===== config.mk =====
export PLATFORM = sky130hd
export DESIGN_NAME = ct_capture_timer
export DESIGN_NICKNAME = d
export VERILOG_FILES = /design/src/rtl/ct_pkg.sv /design/src/rtl/ct_capture_timer.sv
export SDC_FILE = /design/constraint.sdc
export NUM_CORES = 1
export LEC_CHECK = 0
export ABC_AREA = 1
export ABC_CLOCK_PERIOD_IN_PS = 4600
export CAP_MARGIN = 20
export CORE_MARGIN = 5
export CORE_UTILIZATION = 69
export DETAILED_ROUTE_END_ITERATION = 10
export DONT_BUFFER_PORTS = 1
export PLACE_DENSITY_LB_ADDON = 0.2
export SLEW_MARGIN = 40
export SYNTH_ARGS = -nofsm -noshare
export SYNTH_HDL_FRONTEND = slang
export SYNTH_SLANG_ARGS = --single-unit

===== constraint.sdc =====
create_clock -name aclk -period 4.6 [get_ports aclk]
set_input_delay 0.69 -clock aclk [delete_from_list [all_inputs] [get_ports aclk]]
set_output_delay 0.69 -clock aclk [all_outputs]
set_load 0.02 [all_outputs]

===== src/rtl/ct_pkg.sv =====
// package: register map, field layouts and timing for the capture timer
// assumes a byte-wide register file reached one aligned word per index
package ct_pkg;
  localparam int unsigned AXI_AW   = 8;
  localparam int unsigned AXI_DW   = 32;
  // register index; byte address is four times the index
  localparam logic [3:0] IDX_CTLA  = 4'h0;
  localparam logic [3:0] IDX_CTLB  = 4'h1;
  localparam logic [3:0] IDX_EVC   = 4'h4;
  localparam logic [3:0] IDX_INTEN = 4'h5;
  localparam logic [3:0] IDX_FLAGS = 4'h6;
  localparam logic [3:0] IDX_STAT  = 4'h7;
  localparam logic [3:0] IDX_DBG   = 4'h8;
  localparam logic [3:0] IDX_STAGE = 4'h9;
  localparam logic [3:0] IDX_CNTL  = 4'hA;
  localparam logic [3:0] IDX_CNTH  = 4'hB;
  localparam logic [3:0] IDX_CCML  = 4'hC;
  localparam logic [3:0] IDX_CCMH  = 4'hD;
  // writable bit masks, reserved bits read zero
  localparam logic [7:0] CTLA_MASK = 8'h57;
  localparam logic [7:0] CTLB_MASK = 8'h77;
  localparam logic [7:0] EVC_MASK  = 8'h51;
  localparam logic [7:0] BIT0_MASK = 8'h01;
  localparam logic [1:0] RESP_OKAY = 2'h0;
  localparam logic [1:0] RESP_SLV  = 2'h2;
  // clock source codes
  localparam logic [1:0] CS_PER    = 2'h0;
  localparam logic [1:0] CS_HALF   = 2'h1;
  localparam logic [1:0] CS_COMP   = 2'h2;
  // timer modes
  localparam logic [2:0] M_PERIOD  = 3'h0;
  localparam logic [2:0] M_FREQ    = 3'h3;
  localparam logic [2:0] M_SHOT    = 3'h6;
  localparam logic [2:0] M_PWM     = 3'h7;
  localparam int unsigned FILT_LEN = 4;

  typedef struct packed {
    logic       rsv7;
    logic       run_in_standby;
    logic       rsv5;
    logic       restart_with_companion;
    logic       rsv3;
    logic [1:0] clock_source_select;
    logic       enable;
  } ct_ctla_t;

  typedef struct packed {
    logic       rsv7;
    logic       unsynced_output_select;
    logic       output_initial_level;
    logic       compare_output_enable;
    logic       rsv3;
    logic [2:0] timer_mode_select;
  } ct_ctlb_t;

  typedef struct packed {
    logic       rsv7;
    logic       filter_en;
    logic       rsv5;
    logic       edge_sel;
    logic [2:0] rsv3;
    logic       capture_event_input_enable;
  } ct_evc_t;
endpackage


===== src/rtl/ct_capture_timer.sv =====
// capture timer core: output stage, noise filter, companion clocking,
// event strobe, interrupt, sleep gating and byte-wide register file
// assumes sleep/debug/companion inputs come from logic on aclk
//
// Register access over AXI4-Lite was decided locally.
`timescale 1ns/1ps

// Function
// [RULE1] unsynced select 0 updates output with timer clock, 1 acts on event
// [RULE2] single-shot synchronous: output high when counter starts, low on stop
// [RULE3] single-shot unsynced: output high on trigger event, low on stop
// [RULE4] other modes output initial level bit; 8-bit PWM mode outputs waveform
// [RULE5] filter keeps four samples, passes level after four equal samples
// [RULE6] enabled filter adds four system clock cycles of latency
// [RULE7] filter samples on undivided system clock, ignores prescaler
// [RULE8] companion clock source advances counter on companion ticks
// [RULE9] restart-with-companion restarts counter when companion restarts
// [RULE10] each capture flag set gives a one-cycle event output strobe
// [RULE11] one event input, acts by edge bit only when input enabled
// [RULE12] single-shot event input is edge triggered
// [RULE13] outside single-shot the source holds events one clock at least
// [RULE14] interrupt condition sets capture flag regardless of enable
// [RULE15] interrupt request equals enable and capture flag
// [RULE16] interrupt request stays active until flag is cleared
// [RULE17] timer halts completely in power-down sleep; code still clears the counter on events and restarts and captures on events
// [RULE18] standby halts timer unless run-in-standby is set
// [RULE19] clock codes: 0 peripheral, 1 peripheral/2, 2 companion clock
// [RULE20] run-in-standby ignored when companion clock selected
// [RULE21] output enable 0 holds output zero, 1 gives mode value
// [RULE22] 16-bit registers go through staging byte, low byte first
module ct_capture_timer
  import ct_pkg::*;
(
  input  wire logic              aclk,            // system clock
  input  wire logic              aresetn,         // sync reset, low
  input  wire logic [AXI_AW-1:0] s_axi_awaddr,    // write address
  input  wire logic              s_axi_awvalid,   // write addr valid
  output logic                   s_axi_awready,   // write addr taken
  input  wire logic [AXI_DW-1:0] s_axi_wdata,     // write data
  input  wire logic [3:0]        s_axi_wstrb,     // byte enables
  input  wire logic              s_axi_wvalid,    // write data valid
  output logic                   s_axi_wready,    // write data taken
  output logic [1:0]             s_axi_bresp,     // write response
  output logic                   s_axi_bvalid,    // response valid
  input  wire logic              s_axi_bready,    // response taken
  input  wire logic [AXI_AW-1:0] s_axi_araddr,    // read address
  input  wire logic              s_axi_arvalid,   // read addr valid
  output logic                   s_axi_arready,   // read addr taken
  output logic [AXI_DW-1:0]      s_axi_rdata,     // read data
  output logic [1:0]             s_axi_rresp,     // read response
  output logic                   s_axi_rvalid,    // read data valid
  input  wire logic              s_axi_rready,    // read data taken
  input  wire logic              event_in,        // event channel pin
  input  wire logic              companion_tick,  // companion count tick
  input  wire logic              companion_restart, // companion restart
  input  wire logic              standby_sleep,   // standby sleep level
  input  wire logic              powerdown_sleep, // power-down level
  input  wire logic              debug_halted,    // cpu halted by debug
  output logic                   compare_capture_value_out,        // compare output pin
  output logic                   event_strobe,    // event output pulse
  output logic                   irq              // interrupt request
);

  ct_ctla_t    ctla_r;
  ct_ctlb_t    ctlb_r;
  ct_evc_t     evc_r;
  logic        int_en_r;
  logic        cap_flag_r;
  logic        dbg_run_r;
  logic [7:0]  stage_r;
  logic [15:0] cnt_r;
  logic [15:0] compare_capture_value_r;
  logic        run_r;
  logic        start_pend_r;
  logic        div_r;
  logic        ev_m_r;
  logic        ev_s_r;
  logic [2:0]  hist_r;
  logic        filt_r;
  logic        lvl_prev_r;
  logic        out_r;
  logic        strobe_r;
  logic        irq_r;
  logic        awready_r;
  logic        wready_r;
  logic        bvalid_r;
  logic [1:0]  bresp_r;
  logic        arready_r;
  logic        rvalid_r;
  logic [1:0]  rresp_r;
  logic [7:0]  rdata_r;

  // ---- bus decode: both write channels are taken together
  logic       wr_go;
  logic       rd_go;
  logic [3:0] widx;
  logic [3:0] ridx;
  logic       wr_ok;
  logic       rd_ok;
  logic [7:0] wbyte;
  logic       wr_cnt_h;
  logic       wr_ccm_h;

  assign wr_go = s_axi_awvalid && s_axi_wvalid && !awready_r && !bvalid_r;
  assign rd_go = s_axi_arvalid && !arready_r && !rvalid_r;
  assign widx  = s_axi_awaddr[5:2];
  assign ridx  = s_axi_araddr[5:2];
  assign wbyte = s_axi_wdata[7:0];

  // unmapped: upper address bits, the reserved gap, or past the last index
  function automatic logic idx_ok(input logic [AXI_AW-1:0] a);
    logic [3:0] i;
    i = a[5:2];
    idx_ok = (a[AXI_AW-1:6] == '0) && (i <= IDX_CCMH) &&
             (i != 4'h2) && (i != 4'h3);
  endfunction

  assign wr_ok    = wr_go && idx_ok(s_axi_awaddr) && s_axi_wstrb[0];
  assign rd_ok    = idx_ok(s_axi_araddr);
  assign wr_cnt_h = wr_ok && (widx == IDX_CNTH);
  assign wr_ccm_h = wr_ok && (widx == IDX_CCMH);

  // ---- input pin synchroniser and noise filter on the raw system clock
  logic evt_lvl;
  logic rise;
  logic fall;
  logic trig;
  logic ss_mode;
  logic ss_trig;

  always_ff @(posedge aclk) begin
    if (!aresetn) begin
      ev_m_r <= 1'b0;
      ev_s_r <= 1'b0;
    end else begin
      ev_m_r <= event_in;
      ev_s_r <= ev_m_r;
    end
  end

  // filter never sees the prescaler, so its delay is fixed in aclk cycles
  always_ff @(posedge aclk) begin
    if (!aresetn) begin
      hist_r <= 3'h0;
      filt_r <= 1'b0;
    end else begin
      hist_r <= {hist_r[1:0], ev_s_r}; // RULE7
      if ({hist_r, ev_s_r} == {FILT_LEN{1'b1}})
        filt_r <= 1'b1; // RULE5 RULE6
      else if ({hist_r, ev_s_r} == {FILT_LEN{1'b0}})
        filt_r <= 1'b0; // RULE5
    end
  end

  assign evt_lvl = evc_r.filter_en ? filt_r : ev_s_r;

  always_ff @(posedge aclk) begin
    if (!aresetn)
      lvl_prev_r <= 1'b0;
    else
      lvl_prev_r <= evt_lvl;
  end

  assign rise    = evt_lvl && !lvl_prev_r;
  assign fall    = !evt_lvl && lvl_prev_r;
  assign ss_mode = ctlb_r.timer_mode_select == M_SHOT;
  // single-shot with edge bit takes any edge, else edge bit picks polarity
  always_comb begin
    if (!evc_r.capture_event_input_enable)
      trig = 1'b0; // RULE11
    else if (ss_mode)
      trig = evc_r.edge_sel ? (rise || fall) : rise; // RULE12
    else
      trig = evc_r.edge_sel ? fall : rise; // RULE11 RULE13
  end
  assign ss_trig = ss_mode && trig && !run_r && !start_pend_r;

  // ---- count enable: sleep gating and clock source select
  logic halt;
  logic tick;

  always_comb begin
    halt = !ctla_r.enable || powerdown_sleep; // RULE17
    if (standby_sleep && !ctla_r.run_in_standby &&
        ctla_r.clock_source_select != CS_COMP)
      halt = 1'b1; // RULE18 RULE20
    if (debug_halted && !dbg_run_r)
      halt = 1'b1;
    case (ctla_r.clock_source_select)
      CS_PER:  tick = !halt; // RULE19
      CS_HALF: tick = !halt && div_r; // RULE19
      CS_COMP: tick = !halt && companion_tick; // RULE8
      default: tick = 1'b0;
    endcase
  end

  always_ff @(posedge aclk) begin
    if (!aresetn)
      div_r <= 1'b0;
    else
      div_r <= !div_r;
  end

  // ---- counter, run state and capture register
  logic at_top;
  logic flag_set;
  logic run_nxt;

  assign at_top = tick && (cnt_r == compare_capture_value_r);

  always_comb begin
    run_nxt  = run_r;
    flag_set = 1'b0;
    if (!ctla_r.enable || halt && powerdown_sleep) begin
      run_nxt = 1'b0;
    end else if (ss_mode) begin
      if (start_pend_r)
        run_nxt = 1'b1; // RULE2
      else if (run_r && at_top) begin
        run_nxt  = 1'b0;
        flag_set = 1'b1;
      end
    end else begin
      run_nxt = 1'b1;
      if (ctlb_r.timer_mode_select == M_PERIOD)
        flag_set = at_top;
      else if (ctlb_r.timer_mode_select != M_PWM)
        flag_set = trig;
    end
  end

  always_ff @(posedge aclk) begin
    if (!aresetn) begin
      run_r        <= 1'b0;
      start_pend_r <= 1'b0;
    end else begin
      run_r        <= run_nxt;
      start_pend_r <= ss_trig && ctla_r.enable;
    end
  end

  // counter: bus write beats restart, restart beats counting
  always_ff @(posedge aclk) begin
    if (!aresetn)
      cnt_r <= 16'h0000;
    else if (wr_cnt_h)
      cnt_r <= {wbyte, stage_r}; // RULE22
    else if (ss_mode && start_pend_r)
      cnt_r <= 16'h0000;
    else if (ctla_r.restart_with_companion && companion_restart &&
             ctla_r.enable)
      cnt_r <= 16'h0000; // RULE9
    else if (ctlb_r.timer_mode_select == M_FREQ && trig)
      cnt_r <= 16'h0000;
    else if (tick && (!ss_mode || run_r)) begin
      if (ctlb_r.timer_mode_select == M_PWM && cnt_r[7:0] == compare_capture_value_r[7:0])
        cnt_r <= 16'h0000;
      else if (at_top && !ss_mode && ctlb_r.timer_mode_select == M_PERIOD)
        cnt_r <= 16'h0000;
      else if (!(ss_mode && at_top))
        cnt_r <= cnt_r + 16'h0001; // RULE8
    end
  end

  always_ff @(posedge aclk) begin
    if (!aresetn)
      compare_capture_value_r <= 16'h0000;
    else if (wr_ccm_h)
      compare_capture_value_r <= {wbyte, stage_r}; // RULE22
    else if (trig && !ss_mode && ctlb_r.timer_mode_select != M_PERIOD &&
             ctlb_r.timer_mode_select != M_PWM)
      compare_capture_value_r <= cnt_r;
  end

  // ---- output stage
  logic out_nxt;
  logic pwm_lvl;

  // pwm: high from bottom until the high byte, period is low byte plus one
  assign pwm_lvl = (compare_capture_value_r[7:0] != 8'h00) && (cnt_r[7:0] < compare_capture_value_r[15:8]);

  always_comb begin
    if (!ctlb_r.compare_output_enable)
      out_nxt = 1'b0; // RULE21
    else if (ss_mode) begin
      // unsynced form rises on the trigger cycle, a cycle before the start
      if (ctlb_r.unsynced_output_select && ss_trig)
        out_nxt = 1'b1; // RULE1 RULE3
      else
        out_nxt = run_nxt; // RULE1 RULE2
    end else if (ctlb_r.timer_mode_select == M_PWM)
      out_nxt = pwm_lvl; // RULE4
    else
      out_nxt = ctlb_r.output_initial_level; // RULE4
  end

  always_ff @(posedge aclk) begin
    if (!aresetn)
      out_r <= 1'b0;
    else
      out_r <= out_nxt;
  end

  // ---- capture flag, event strobe and interrupt request
  logic flag_clr;
  logic flag_nxt;
  logic int_en_nxt;

  assign flag_clr   = wr_ok && (widx == IDX_FLAGS) && wbyte[0];
  // a set in the clearing cycle wins, so no event is lost
  assign flag_nxt   = flag_set || (cap_flag_r && !flag_clr); // RULE14 RULE16
  assign int_en_nxt = (wr_ok && widx == IDX_INTEN) ? wbyte[0] : int_en_r;

  always_ff @(posedge aclk) begin
    if (!aresetn) begin
      cap_flag_r <= 1'b0;
      int_en_r   <= 1'b0;
      strobe_r   <= 1'b0;
      irq_r      <= 1'b0;
    end else begin
      cap_flag_r <= flag_nxt; // RULE14
      int_en_r   <= int_en_nxt;
      strobe_r   <= flag_set; // RULE10
      irq_r      <= flag_nxt && int_en_nxt; // RULE15 RULE16
    end
  end

  // ---- control registers
  always_ff @(posedge aclk) begin
    if (!aresetn) begin
      ctla_r    <= '0;
      ctlb_r    <= '0;
      evc_r     <= '0;
      dbg_run_r <= 1'b0;
    end else if (wr_ok) begin
      if (widx == IDX_CTLA)
        ctla_r <= ct_ctla_t'(wbyte & CTLA_MASK);
      if (widx == IDX_CTLB)
        ctlb_r <= ct_ctlb_t'(wbyte & CTLB_MASK);
      if (widx == IDX_EVC)
        evc_r <= ct_evc_t'(wbyte & EVC_MASK);
      if (widx == IDX_DBG)
        dbg_run_r <= wbyte[0];
    end
  end

  // staging byte: low-byte reads latch the high half, low writes park here
  always_ff @(posedge aclk) begin
    if (!aresetn)
      stage_r <= 8'h00;
    else if (wr_ok && (widx == IDX_STAGE || widx == IDX_CNTL ||
                       widx == IDX_CCML))
      stage_r <= wbyte; // RULE22
    else if (rd_go && ridx == IDX_CNTL)
      stage_r <= cnt_r[15:8]; // RULE22
    else if (rd_go && ridx == IDX_CCML)
      stage_r <= compare_capture_value_r[15:8]; // RULE22
  end

  // ---- read mux
  logic [7:0] rbyte;

  always_comb begin
    case (ridx)
      IDX_CTLA:  rbyte = ctla_r;
      IDX_CTLB:  rbyte = ctlb_r;
      IDX_EVC:   rbyte = evc_r;
      IDX_INTEN: rbyte = {7'h00, int_en_r};
      IDX_FLAGS: rbyte = {7'h00, cap_flag_r};
      IDX_STAT:  rbyte = {7'h00, run_r};
      IDX_DBG:   rbyte = {7'h00, dbg_run_r};
      IDX_STAGE: rbyte = stage_r;
      IDX_CNTL:  rbyte = cnt_r[7:0];
      IDX_CCML:  rbyte = compare_capture_value_r[7:0];
      IDX_CNTH:  rbyte = stage_r;
      IDX_CCMH:  rbyte = stage_r;
      default:   rbyte = 8'h00;
    endcase
  end

  // ---- bus handshakes: one-cycle ready, answer raised in the same cycle as the ready
  always_ff @(posedge aclk) begin
    if (!aresetn) begin
      awready_r <= 1'b0;
      wready_r  <= 1'b0;
      bvalid_r  <= 1'b0;
      bresp_r   <= RESP_OKAY;
    end else begin
      awready_r <= wr_go;
      wready_r  <= wr_go;
      if (wr_go) begin
        bvalid_r <= 1'b1;
        bresp_r  <= idx_ok(s_axi_awaddr) ? RESP_OKAY : RESP_SLV;
      end else if (s_axi_bready)
        bvalid_r <= 1'b0;
    end
  end

  always_ff @(posedge aclk) begin
    if (!aresetn) begin
      arready_r <= 1'b0;
      rvalid_r  <= 1'b0;
      rresp_r   <= RESP_OKAY;
      rdata_r   <= 8'h00;
    end else begin
      arready_r <= rd_go;
      if (rd_go) begin
        rvalid_r <= 1'b1;
        rresp_r  <= rd_ok ? RESP_OKAY : RESP_SLV;
        rdata_r  <= rd_ok ? rbyte : 8'h00;
      end else if (s_axi_rready)
        rvalid_r <= 1'b0;
    end
  end

  assign s_axi_awready = awready_r;
  assign s_axi_wready  = wready_r;
  assign s_axi_bvalid  = bvalid_r;
  assign s_axi_bresp   = bresp_r;
  assign s_axi_arready = arready_r;
  assign s_axi_rvalid  = rvalid_r;
  assign s_axi_rresp   = rresp_r;
  assign s_axi_rdata   = {24'h000000, rdata_r};
  assign compare_capture_value_out      = out_r;
  assign event_strobe  = strobe_r;
  assign irq           = irq_r;
endmodule


==> results_tabular.tex, run 1 <==
\begin{tabular}{lr}
\hline
Metric & Value \\
\hline
\multicolumn{2}{l}{\textbf{Critical path}} \\
Critical register-to-register path startpoint & s\_axi\_rvalid\$\_SDFFE\_PN0P\_ \\
R2r worst-path depth & 10 \\
Cell with the most instances on the worst path & inv\_1 \\
Destination of the worst register-to-register timing path & stage\_r[4]\$\_SDFFE\_PN0P\_ \\
Cell-by-cell listing of the critical path & nor3\_1, inv\_1, nor2\_2, inv\_1, nand2\_1, inv\_1, nand2\_1, inv\_2, a21oi\_1, nor2\_1 \\
Worst Path Buf+Inv & 4 \\
Endpoint class of the critical path & flip-flop \\
Kind of cell adding the most delay to the critical path & simple AND/OR/NAND/NOR gates \\
Worst setup slack for register-to-register paths & around 2000 ps \\
Biggest fanout along the worst timing path & 13 \\
Critical path arrival & 2800 ps \\
Biggest cell delay along the critical path & 400 ps \\
Data required, critical path & 4830 ps \\
Start-to-end type of the worst setup path & flip-flop to flip-flop \\
Crit start category & flip-flop \\
Critical Path Slowest Stage Cell & nor3\_1 \\
\multicolumn{2}{l}{\textbf{Hold path}} \\
Type of the most critical hold path & flip-flop to flip-flop \\
Hold Crit Endpoint & ev\_s\_r\$\_SDFF\_PN0\_ \\
Worst hold path stage count & 2 \\
Start point of the worst hold path & ev\_m\_r\$\_SDFF\_PN0\_ \\
\multicolumn{2}{l}{\textbf{Floorplan}} \\
Core Footprint & 7687 um2 \\
Initial standard-cell utilization of the core & 70.69\% \\
Floorplan die area & 9750 um2 \\
Height of the chip & 98.74 um \\
Cell Rows & 32 \\
Number of I/O pins & 109 \\
Width of the chip & 98.74 um \\
\multicolumn{2}{l}{\textbf{Route}} \\
Routed len/inst & around 16 um \\
Vias per Instance & $\sim$6 \\
Total routed wire length on the met1 layer & around 5.7 mm \\
Final wirelength & 14.97 mm \\
Highest metal layer with signal wires & met4 \\
Number of antenna-violating nets in the routed design & 0 \\
Number of vias after detailed routing & 5572 \\
Detailed-routed wire length on met3 & between 1.5 and 2 mm \\
Pre-Repair DR Iteration Count & 6 \\
Post-route DRC violation count & 0 \\
Metal2 WL & between 7 and 8 mm \\
DRC marker count from the first detailed-route iteration & 716 \\
\multicolumn{2}{l}{\textbf{Synth}} \\
Register bit count reported by yosys & 84 \\
Fraction of synthesis flops using an asynchronous set or reset pin & 0\% \\
Ys flop type & dfxtp\_1 \\
XOR/XNOR share of the synthesized area & 1.612\% \\
Number of unique standard cell types used by synthesis & 43 \\
Post-synth design cell area & $\sim$5400 um2 \\
Main combinational cell family by area after synthesis & simple AND/OR/NAND/NOR gates \\
Number of enable-type register cells in the synthesized netlist & 0 \\
Average cell area after synthesis & roughly 6.4 um2 \\
Area fraction in and, or, nand and nor cells after synthesis & 32.19\% \\
Yosys warns & 0 \\
Compound-gate portion of the synthesized area & $\sim$15\% \\
Proportion of synthesized chip area in sequential cells & between 30 and 40\% \\
Gate Count Post-Synth & 851 \\
Share of synthesized cell area in full adder, half adder and majority cells & 2.993\% \\
Fraction of synthesized area in multiplexers & 0\% \\
\multicolumn{2}{l}{\textbf{STA}} \\
Final number of max-transition violations & 0 \\
Actual transition at the worst max-transition pin & 768.0 ps \\
Worst Clk Skew & 6.406 ps \\
Remaining max-slew budget at the tightest pin & 48.64\% \\
RSZ-0062 raised after global routing & no \\
Achievable frequency & around 390 MHz \\
Accumulated negative setup slack & 0 ps \\
Final hold vios & 0 \\
Number of endpoints failing setup at the final stage & 0 \\
Post-route clock period utilization & roughly 56\% \\
Min Clock Period, post-route & roughly 2600 ps \\
\multicolumn{2}{l}{\textbf{Clock tree}} \\
TritonCTS clock tree & yes \\
Maximum number of buffers from clock root to sink & 2 \\
Number of buffers added by the clock tree synthesis step & 9 \\
Clock tree root driver cell & clkbuf\_8 \\
Clock transition at the register clock pins on the worst setup and hold paths after CTS & approximately 90 ps \\
\# Post-CTS Setup Buffers & 0 \\
Number of clock sinks seen by CTS & 84 \\
Post-cts gate resize count & 0 \\
Skew-Pair Late Insertion Delay & between 300 and 400 ps \\
Quantity of hold-fixing buffers added after cts & 0 \\
Depth of the CTS H-tree & 3 \\
\multicolumn{2}{l}{\textbf{Placed design}} \\
Total half-perimeter wirelength after legalization and detailed placement & around 11 mm \\
Last weighted congestion value of the routability-driven placer & between 0.9 and 1 \\
Number of port buffers & 0 \\
\multicolumn{2}{l}{\textbf{Global routing}} \\
Vias in the first global route & 5055 \\
Pin count of the biggest net entering global routing & between 40 and 50 \\
Overall overflow remaining after global route & 0 \\
Initial antenna violation count & 0 \\
Wire length of the first global-routing pass & 24.04 mm \\
Overall track demand over capacity in global routing & 30.12\% \\
\multicolumn{2}{l}{\textbf{Job}} \\
Number of violations of the max-capacitance limit & 0 \\
\multicolumn{2}{l}{\textbf{Layout}} \\
Number of nets in the layout & 910 \\
Area growth, synth to finish & 1.750\% \\
Antenna diode instance count & 0 \\
Share of cells above drive strength 1 & 5.615\% \\
Final core utilization & 71.92\% \\
\multicolumn{2}{l}{\textbf{Power}} \\
Peak VDD IR & around 130 uV \\
Power density of the placed cells & 257.9 nW/um2 \\
Leakage & 2.597 nW \\
\multicolumn{2}{l}{\textbf{Status}} \\
Result of the run & finished clean \\
\hline
\end{tabular}
cells by family (layout without fill, tap and decap cells):
logic type | Yosys count | after routing
buffers and inverters | 202 | 163
XOR/XNOR | 10 | 10
AND/OR/NAND/NOR | 401 | 401
other | 1 | 26
adder cells (fa/ha/maj) | 13 | 13
flip-flops | 84 | 84
AO/OA/AOI/OAI | 140 | 140
state kept, by name (all words and copies together), names as in the netlist, 3 cells and up:
register	cells
ctla_r	5
ctlb_r	6
stage_r	8
compare_capture_value_r	16
cnt_r	16
evc_r	3
hist_r	3
rdata_r	8
cell usage after synthesis, types with 3 or more instances:
cell,instances,area (um2)
nand2_1,224,840.8
inv_1,135,506.7
dfxtp_1,84,1682
nor2_1,61,229.0
nand3_1,56,280.3
o21ai_0,50,250.2
a21oi_1,38,190.2
buf_4,32,240.2
nand4_1,27,168.9
a211oi_1,15,112.6
ha_1,13,162.7
o22ai_1,11,68.82
buf_2,10,50.05
clkbuf_1,10,37.54
nor3_1,10,50.05
xor2_1,10,87.58
inv_2,8,30.03
nor2_2,6,37.54
o221ai_1,6,52.55
o211ai_1,5,37.54
nor4_1,4,25.02
a31oi_1,3,18.77
buf_1,3,11.26
nand2_2,3,18.77
o21ai_1,3,15.01
where the power goes:
part / internal, mW / switching (mW)
clock network: 0.308 / 0.293
logic: 0.0161 / 0.0658
registers: 0.734 / 0.0100
cells in the final DEF (no fill, tap or decap), types with 2 or more instances in the layout:
cell type	count
nand2_1	223
inv_1	134
dfxtp_1	84
nor2_1	61
nand3_1	56
o21ai_0	50
a21oi_1	38
nand4_1	27
conb_1	26
a211oi_1	15
ha_1	13
o22ai_1	11
nor3_1	10
xor2_1	10
inv_2	9
clkbuf_8	9
nor2_2	6
o221ai_1	6
o211ai_1	5
nor4_1	4
nand2_2	4
a31oi_1	3
o21ai_1	3
buf_4	3
o21a_1	2
o2111ai_1	2
or2_1	2
nor3_4	2
nor3_2	2
bufinv_16	2
clkinv_2	2
worst reg2reg max path: stages, from the launching register on:
cell and delay (ps):
dfxtp_1 390, nor3_1 400, inv_1 340, nor2_2 310, inv_1 260, nand2_1 180, inv_1 50, nand2_1 200
inv_2 90, a21oi_1 150, nor2_1 50
how the worst max path moves through the flow:
stage	start	to	slack (ps)	depth (start not counted)
floorplan	s_axi_awaddr[7]	stage_r[7]$_SDFFE_PN0P_	2560	10
global placement	s_axi_awaddr[7]	compare_capture_value_r[3]$_SDFFE_PN0P_	1860	7
detailed placement	s_axi_arvalid	stage_r[4]$_SDFFE_PN0P_	1870	11
CTS	s_axi_rvalid$_SDFFE_PN0P_	stage_r[6]$_SDFFE_PN0P_	2100	10
global route	s_axi_rvalid$_SDFFE_PN0P_	stage_r[6]$_SDFFE_PN0P_	1810	10
finish	s_axi_rvalid$_SDFFE_PN0P_	stage_r[4]$_SDFFE_PN0P_	2040	10
per-stage QoR:
step	std cells	area [um2]	total power, mW	setup WS [ps]	hold slack [ps]
CTS	939	5529	1.421	2103	417.4
global route	939	5529	1.468	1806	419.7
floorplan	876	5528	0.8479	2561	384.0
global placement	923	5311	0.8374	1856	395.9
detailed placement	923	5314	0.8402	1872	404.4
finish	939	5529	1.426	2037	420.8
layout make-up:
type / count / area, um2
Sequential cell: 84 / 1682
Clock inverter: 6 / 87.58
Timing Repair Buffer: 3 / 22.52
Clock buffer: 10 / 127.6
Inverter: 144 / 543.0
Tap cell: 102 / 127.6
Fill cell: 664 / 2158
Multi-Input combinational cell: 590 / 2939
routing by layer:
metal	up-vias	global-route usage, %
met1	2507	36.71
met2	363	49.43
met5	-	0
met4	0	15.02
li1	2653	-
met3	49	7.360
Note: power is estimated with default switching activity, not from simulation.
==> run 2, diff against run 1 <==
--- a/config.mk
+++ b/config.mk
@@ -6,10 +6,10 @@
 export NUM_CORES = 1
 export LEC_CHECK = 0
 export ABC_AREA = 1
-export ABC_CLOCK_PERIOD_IN_PS = 4600
+export ABC_CLOCK_PERIOD_IN_PS = 2300
 export CAP_MARGIN = 20
 export CORE_MARGIN = 5
-export CORE_UTILIZATION = 69
+export CORE_UTILIZATION = 58
 export DETAILED_ROUTE_END_ITERATION = 10
 export DONT_BUFFER_PORTS = 1
 export PLACE_DENSITY_LB_ADDON = 0.2
==> constraint.sdc (replaced) <==
create_clock -name aclk -period 2.3 [get_ports aclk]
set_input_delay 0.345 -clock aclk [delete_from_list [all_inputs] [get_ports aclk]]
set_output_delay 0.345 -clock aclk [all_outputs]
set_load 0.02 [all_outputs]
==> run 2 against run 1 <==
  * Fmax up 23%
  * Register-to-register slack lost 1800 ps
  * Critical endpoint is now stage_r[2]$_SDFFE_PN0P_
  * Worst setup slack got worse by 1800 ps
==> results_tabular.tex, run 2 (synthesis results as in run 1) <==
\begin{tabular}{lr}
\hline
Metric & Value \\
\hline
\multicolumn{2}{l}{\textbf{Clock tree}} \\
Depth of the CTS H-tree & 3 (unchanged) \\
Number of clock sinks seen by CTS & 84 (unchanged) \\
Clock tree root driver cell & clkbuf\_8 \\
TritonCTS clock tree & yes \\
Number of buffers added by the clock tree synthesis step & 9 (unchanged) \\
Quantity of hold-fixing buffers added after cts & 0 (unchanged) \\
Clock transition at the register clock pins on the worst setup and hold paths after CTS & 90 ps (about the same) \\
Maximum number of buffers from clock root to sink & 2 (unchanged) \\
Skew-Pair Late Insertion Delay & 360 ps (about the same) \\
\multicolumn{2}{l}{\textbf{Route}} \\
Final wirelength & 15.23 mm (+1.7\%) \\
Routed len/inst & 15.66 um (-1.8\%) \\
Pre-Repair DR Iteration Count & 6 (unchanged) \\
Vias per Instance & 5.643 (-4.9\%) \\
Number of antenna-violating nets in the routed design & 0 (unchanged) \\
DRC marker count from the first detailed-route iteration & 387 (-46\%) \\
Number of vias after detailed routing & 5485 (-1.6\%) \\
Post-route DRC violation count & 0 (unchanged) \\
\multicolumn{2}{l}{\textbf{STA}} \\
Final number of max-transition violations & 0 (unchanged) \\
Final hold vios & 0 (unchanged) \\
Min Clock Period, post-route & 2091 ps (-471.4 ps) \\
Post-route clock period utilization & 90.92\% (+35 points) \\
Remaining max-slew budget at the tightest pin & 47.58\% (-1.1 points) \\
RSZ-0062 raised after global routing & no \\
Number of endpoints failing setup at the final stage & 0 (unchanged) \\
Achievable frequency & 478.2 MHz (+23\%) \\
Worst Clk Skew & 10.26 ps (+3.849 ps) \\
Accumulated negative setup slack & 0 ps (unchanged) \\
Tightest hold margin & 79.48 ps (-341.3 ps) \\
Actual transition at the worst max-transition pin & 785.4 ps (+17.41 ps) \\
\multicolumn{2}{l}{\textbf{Critical path}} \\
Critical path arrival & 2360 ps (-440 ps) \\
Critical register-to-register path startpoint & s\_axi\_bvalid\$\_SDFFE\_PN0P\_ \\
Biggest fanout along the worst timing path & 9 (-4) \\
Data required, critical path & 2570 ps (-2260 ps) \\
Start-to-end type of the worst setup path & flip-flop to flip-flop \\
Destination of the worst register-to-register timing path & stage\_r[2]\$\_SDFFE\_PN0P\_ \\
Crit start category & flip-flop \\
Worst setup slack for register-to-register paths & 210 ps (-1830 ps) \\
Endpoint class of the critical path & flip-flop \\
R2r worst-path depth & 10 (unchanged) \\
\multicolumn{2}{l}{\textbf{Power}} \\
Peak VDD IR & 318.3 uV (+140\%) \\
Power density of the placed cells & 511.0 nW/um2 (+98\%) \\
Leakage & 2.758 nW (+6.2\%) \\
\multicolumn{2}{l}{\textbf{Job}} \\
Number of violations of the max-capacitance limit & 0 (unchanged) \\
\multicolumn{2}{l}{\textbf{Layout}} \\
Area used by sequential logic in the layout & 1685 um2 (+0.22\%) \\
Final-layout fill cell count & 853 (+28\%) \\
Summed area of non-filler cells in the final layout & 5819 um2 (+5.3\%) \\
Area growth, synth to finish & 7.092\% \\
Final core utilization & 63.28\% (-8.6 points) \\
Most frequent standard cell in the layout excluding fill and tap cells & nand2\_1 \\
Antenna diode instance count & 0 (unchanged) \\
Share of cells above drive strength 1 & 8.711\% (+3.1 points) \\
Top library cells by usage in the layout, fill and taps aside & 224 x nand2\_1, 135 x inv\_1, 81 x dfxtp\_1 \\
Combined area of the multi-input logic cells & 2964 um2 (+0.85\%) \\
Number of nets in the layout & 935 (+2.7\%) \\
Regs by FF count & cnt\_r (16), compare\_capture\_value\_r (16) \\
\multicolumn{2}{l}{\textbf{Floorplan}} \\
Initial standard-cell utilization of the core & 59.09\% (-12 points) \\
Width of the chip & 106.8 um (+8.2\%) \\
Cell Rows & 35 (+9.4\%) \\
Floorplan die area & 11410 um2 (+17\%) \\
Core Footprint & 9196 um2 (+20\%) \\
Height of the chip & 106.8 um (+8.2\%) \\
Number of I/O pins & 109 (unchanged) \\
\multicolumn{2}{l}{\textbf{Global routing}} \\
Pin count of the biggest net entering global routing & 47 (unchanged) \\
Wire length of the first global-routing pass & 24.89 mm (+3.5\%) \\
Overall track demand over capacity in global routing & 27.04\% (-3.1 points) \\
Overall overflow remaining after global route & 0 (unchanged) \\
Vias in the first global route & 5186 (+2.6\%) \\
Initial antenna violation count & 0 (unchanged) \\
\multicolumn{2}{l}{\textbf{Placed design}} \\
Dpl cell area & 5548 um2 (+4.4\%) \\
Number of port buffers & 0 (unchanged) \\
Total half-perimeter wirelength after legalization and detailed placement & 11.43 mm (+6.7\%) \\
Last weighted congestion value of the routability-driven placer & 0.9396 (-0.52\%) \\
\multicolumn{2}{l}{\textbf{Hold path}} \\
Worst hold path stage count & 2 (unchanged) \\
Type of the most critical hold path & input port to flip-flop \\
Start point of the worst hold path & aresetn \\
Hold Crit Endpoint & ev\_m\_r\$\_SDFF\_PN0\_ \\
\multicolumn{2}{l}{\textbf{Status}} \\
Result of the run & finished clean \\
\hline
\end{tabular}
[run 2: worst max-delay path by stage]
stage	from	endpoint	slack, ps	cells past startpoint
after global placement	evc_r[6]$_SDFFE_PN0P_	cnt_r[4]$_SDFFE_PN0P_	90	15
after global routing	cnt_r[7]$_SDFFE_PN0P_	cnt_r[15]$_SDFFE_PN0P_	9	14
after floorplan	evc_r[6]$_SDFFE_PN0P_	cnt_r[0]$_SDFFE_PN0P_	360	16
after detailed placement	evc_r[6]$_SDFFE_PN0P_	cnt_r[4]$_SDFFE_PN0P_	50	15
after CTS	evc_r[6]$_SDFFE_PN0P_	cnt_r[4]$_SDFFE_PN0P_	30	15
final	s_axi_bvalid$_SDFFE_PN0P_	stage_r[2]$_SDFFE_PN0P_	210	10
[run 2: cell type report]
| type | count | area share [%] |
|---|---|---|
| Sequential cell | 84 | 28.96 |
| Tap cell | 111 | 2.387 |
| Clock buffer | 9 | 2.129 |
| Clock inverter | 6 | 1.935 |
| Timing Repair Buffer | 28 | 4.322 |
| Multi-Input combinational cell | 590 | 50.94 |
| Inverter | 144 | 9.331 |
[run 2: metal layers]
metal,vias up,routed length [um],global-route usage [%]
met2,249,7155,45.86
met5,-,0,0
met3,49,1215,5.298
met1,2486,6258,33.74
met4,0,596,10.59
li1,2701,-,-
[run 2: worst max-delay path, stage by stage, from the launching register on]
cell,delay (ps)
dfxtp_1,400
nor2_1,140
nand3_1,150
nor2_2,170
and3_1,290
nand2_1,210
buf_4,230
o211ai_1,80
o221ai_1,180
nand2_1,110
inv_1,40
[run 2: metrics by stage]
step	power (mW)	std cells	worst slack [ps]
after global placement	1.687	957	93.98
final	2.974	972	208.8
after CTS	2.977	972	25.85
after floorplan	1.696	876	358.4
after global routing	3.061	972	8.509
after detailed placement	1.693	957	49.33
[run 2: repair_timing]
item / CTS / global route
setup endpoints to repair: 0 / 32
buffers inserted: 0 / 0
resized for setup: 0 / 11
[run 2: report_power, final]
group | internal [mW] | switching (mW)
combinational | 0.0426 | 0.135
sequential | 1.47 | 0.0184
clock | 0.720 | 0.589
total | 2.23 | 0.743
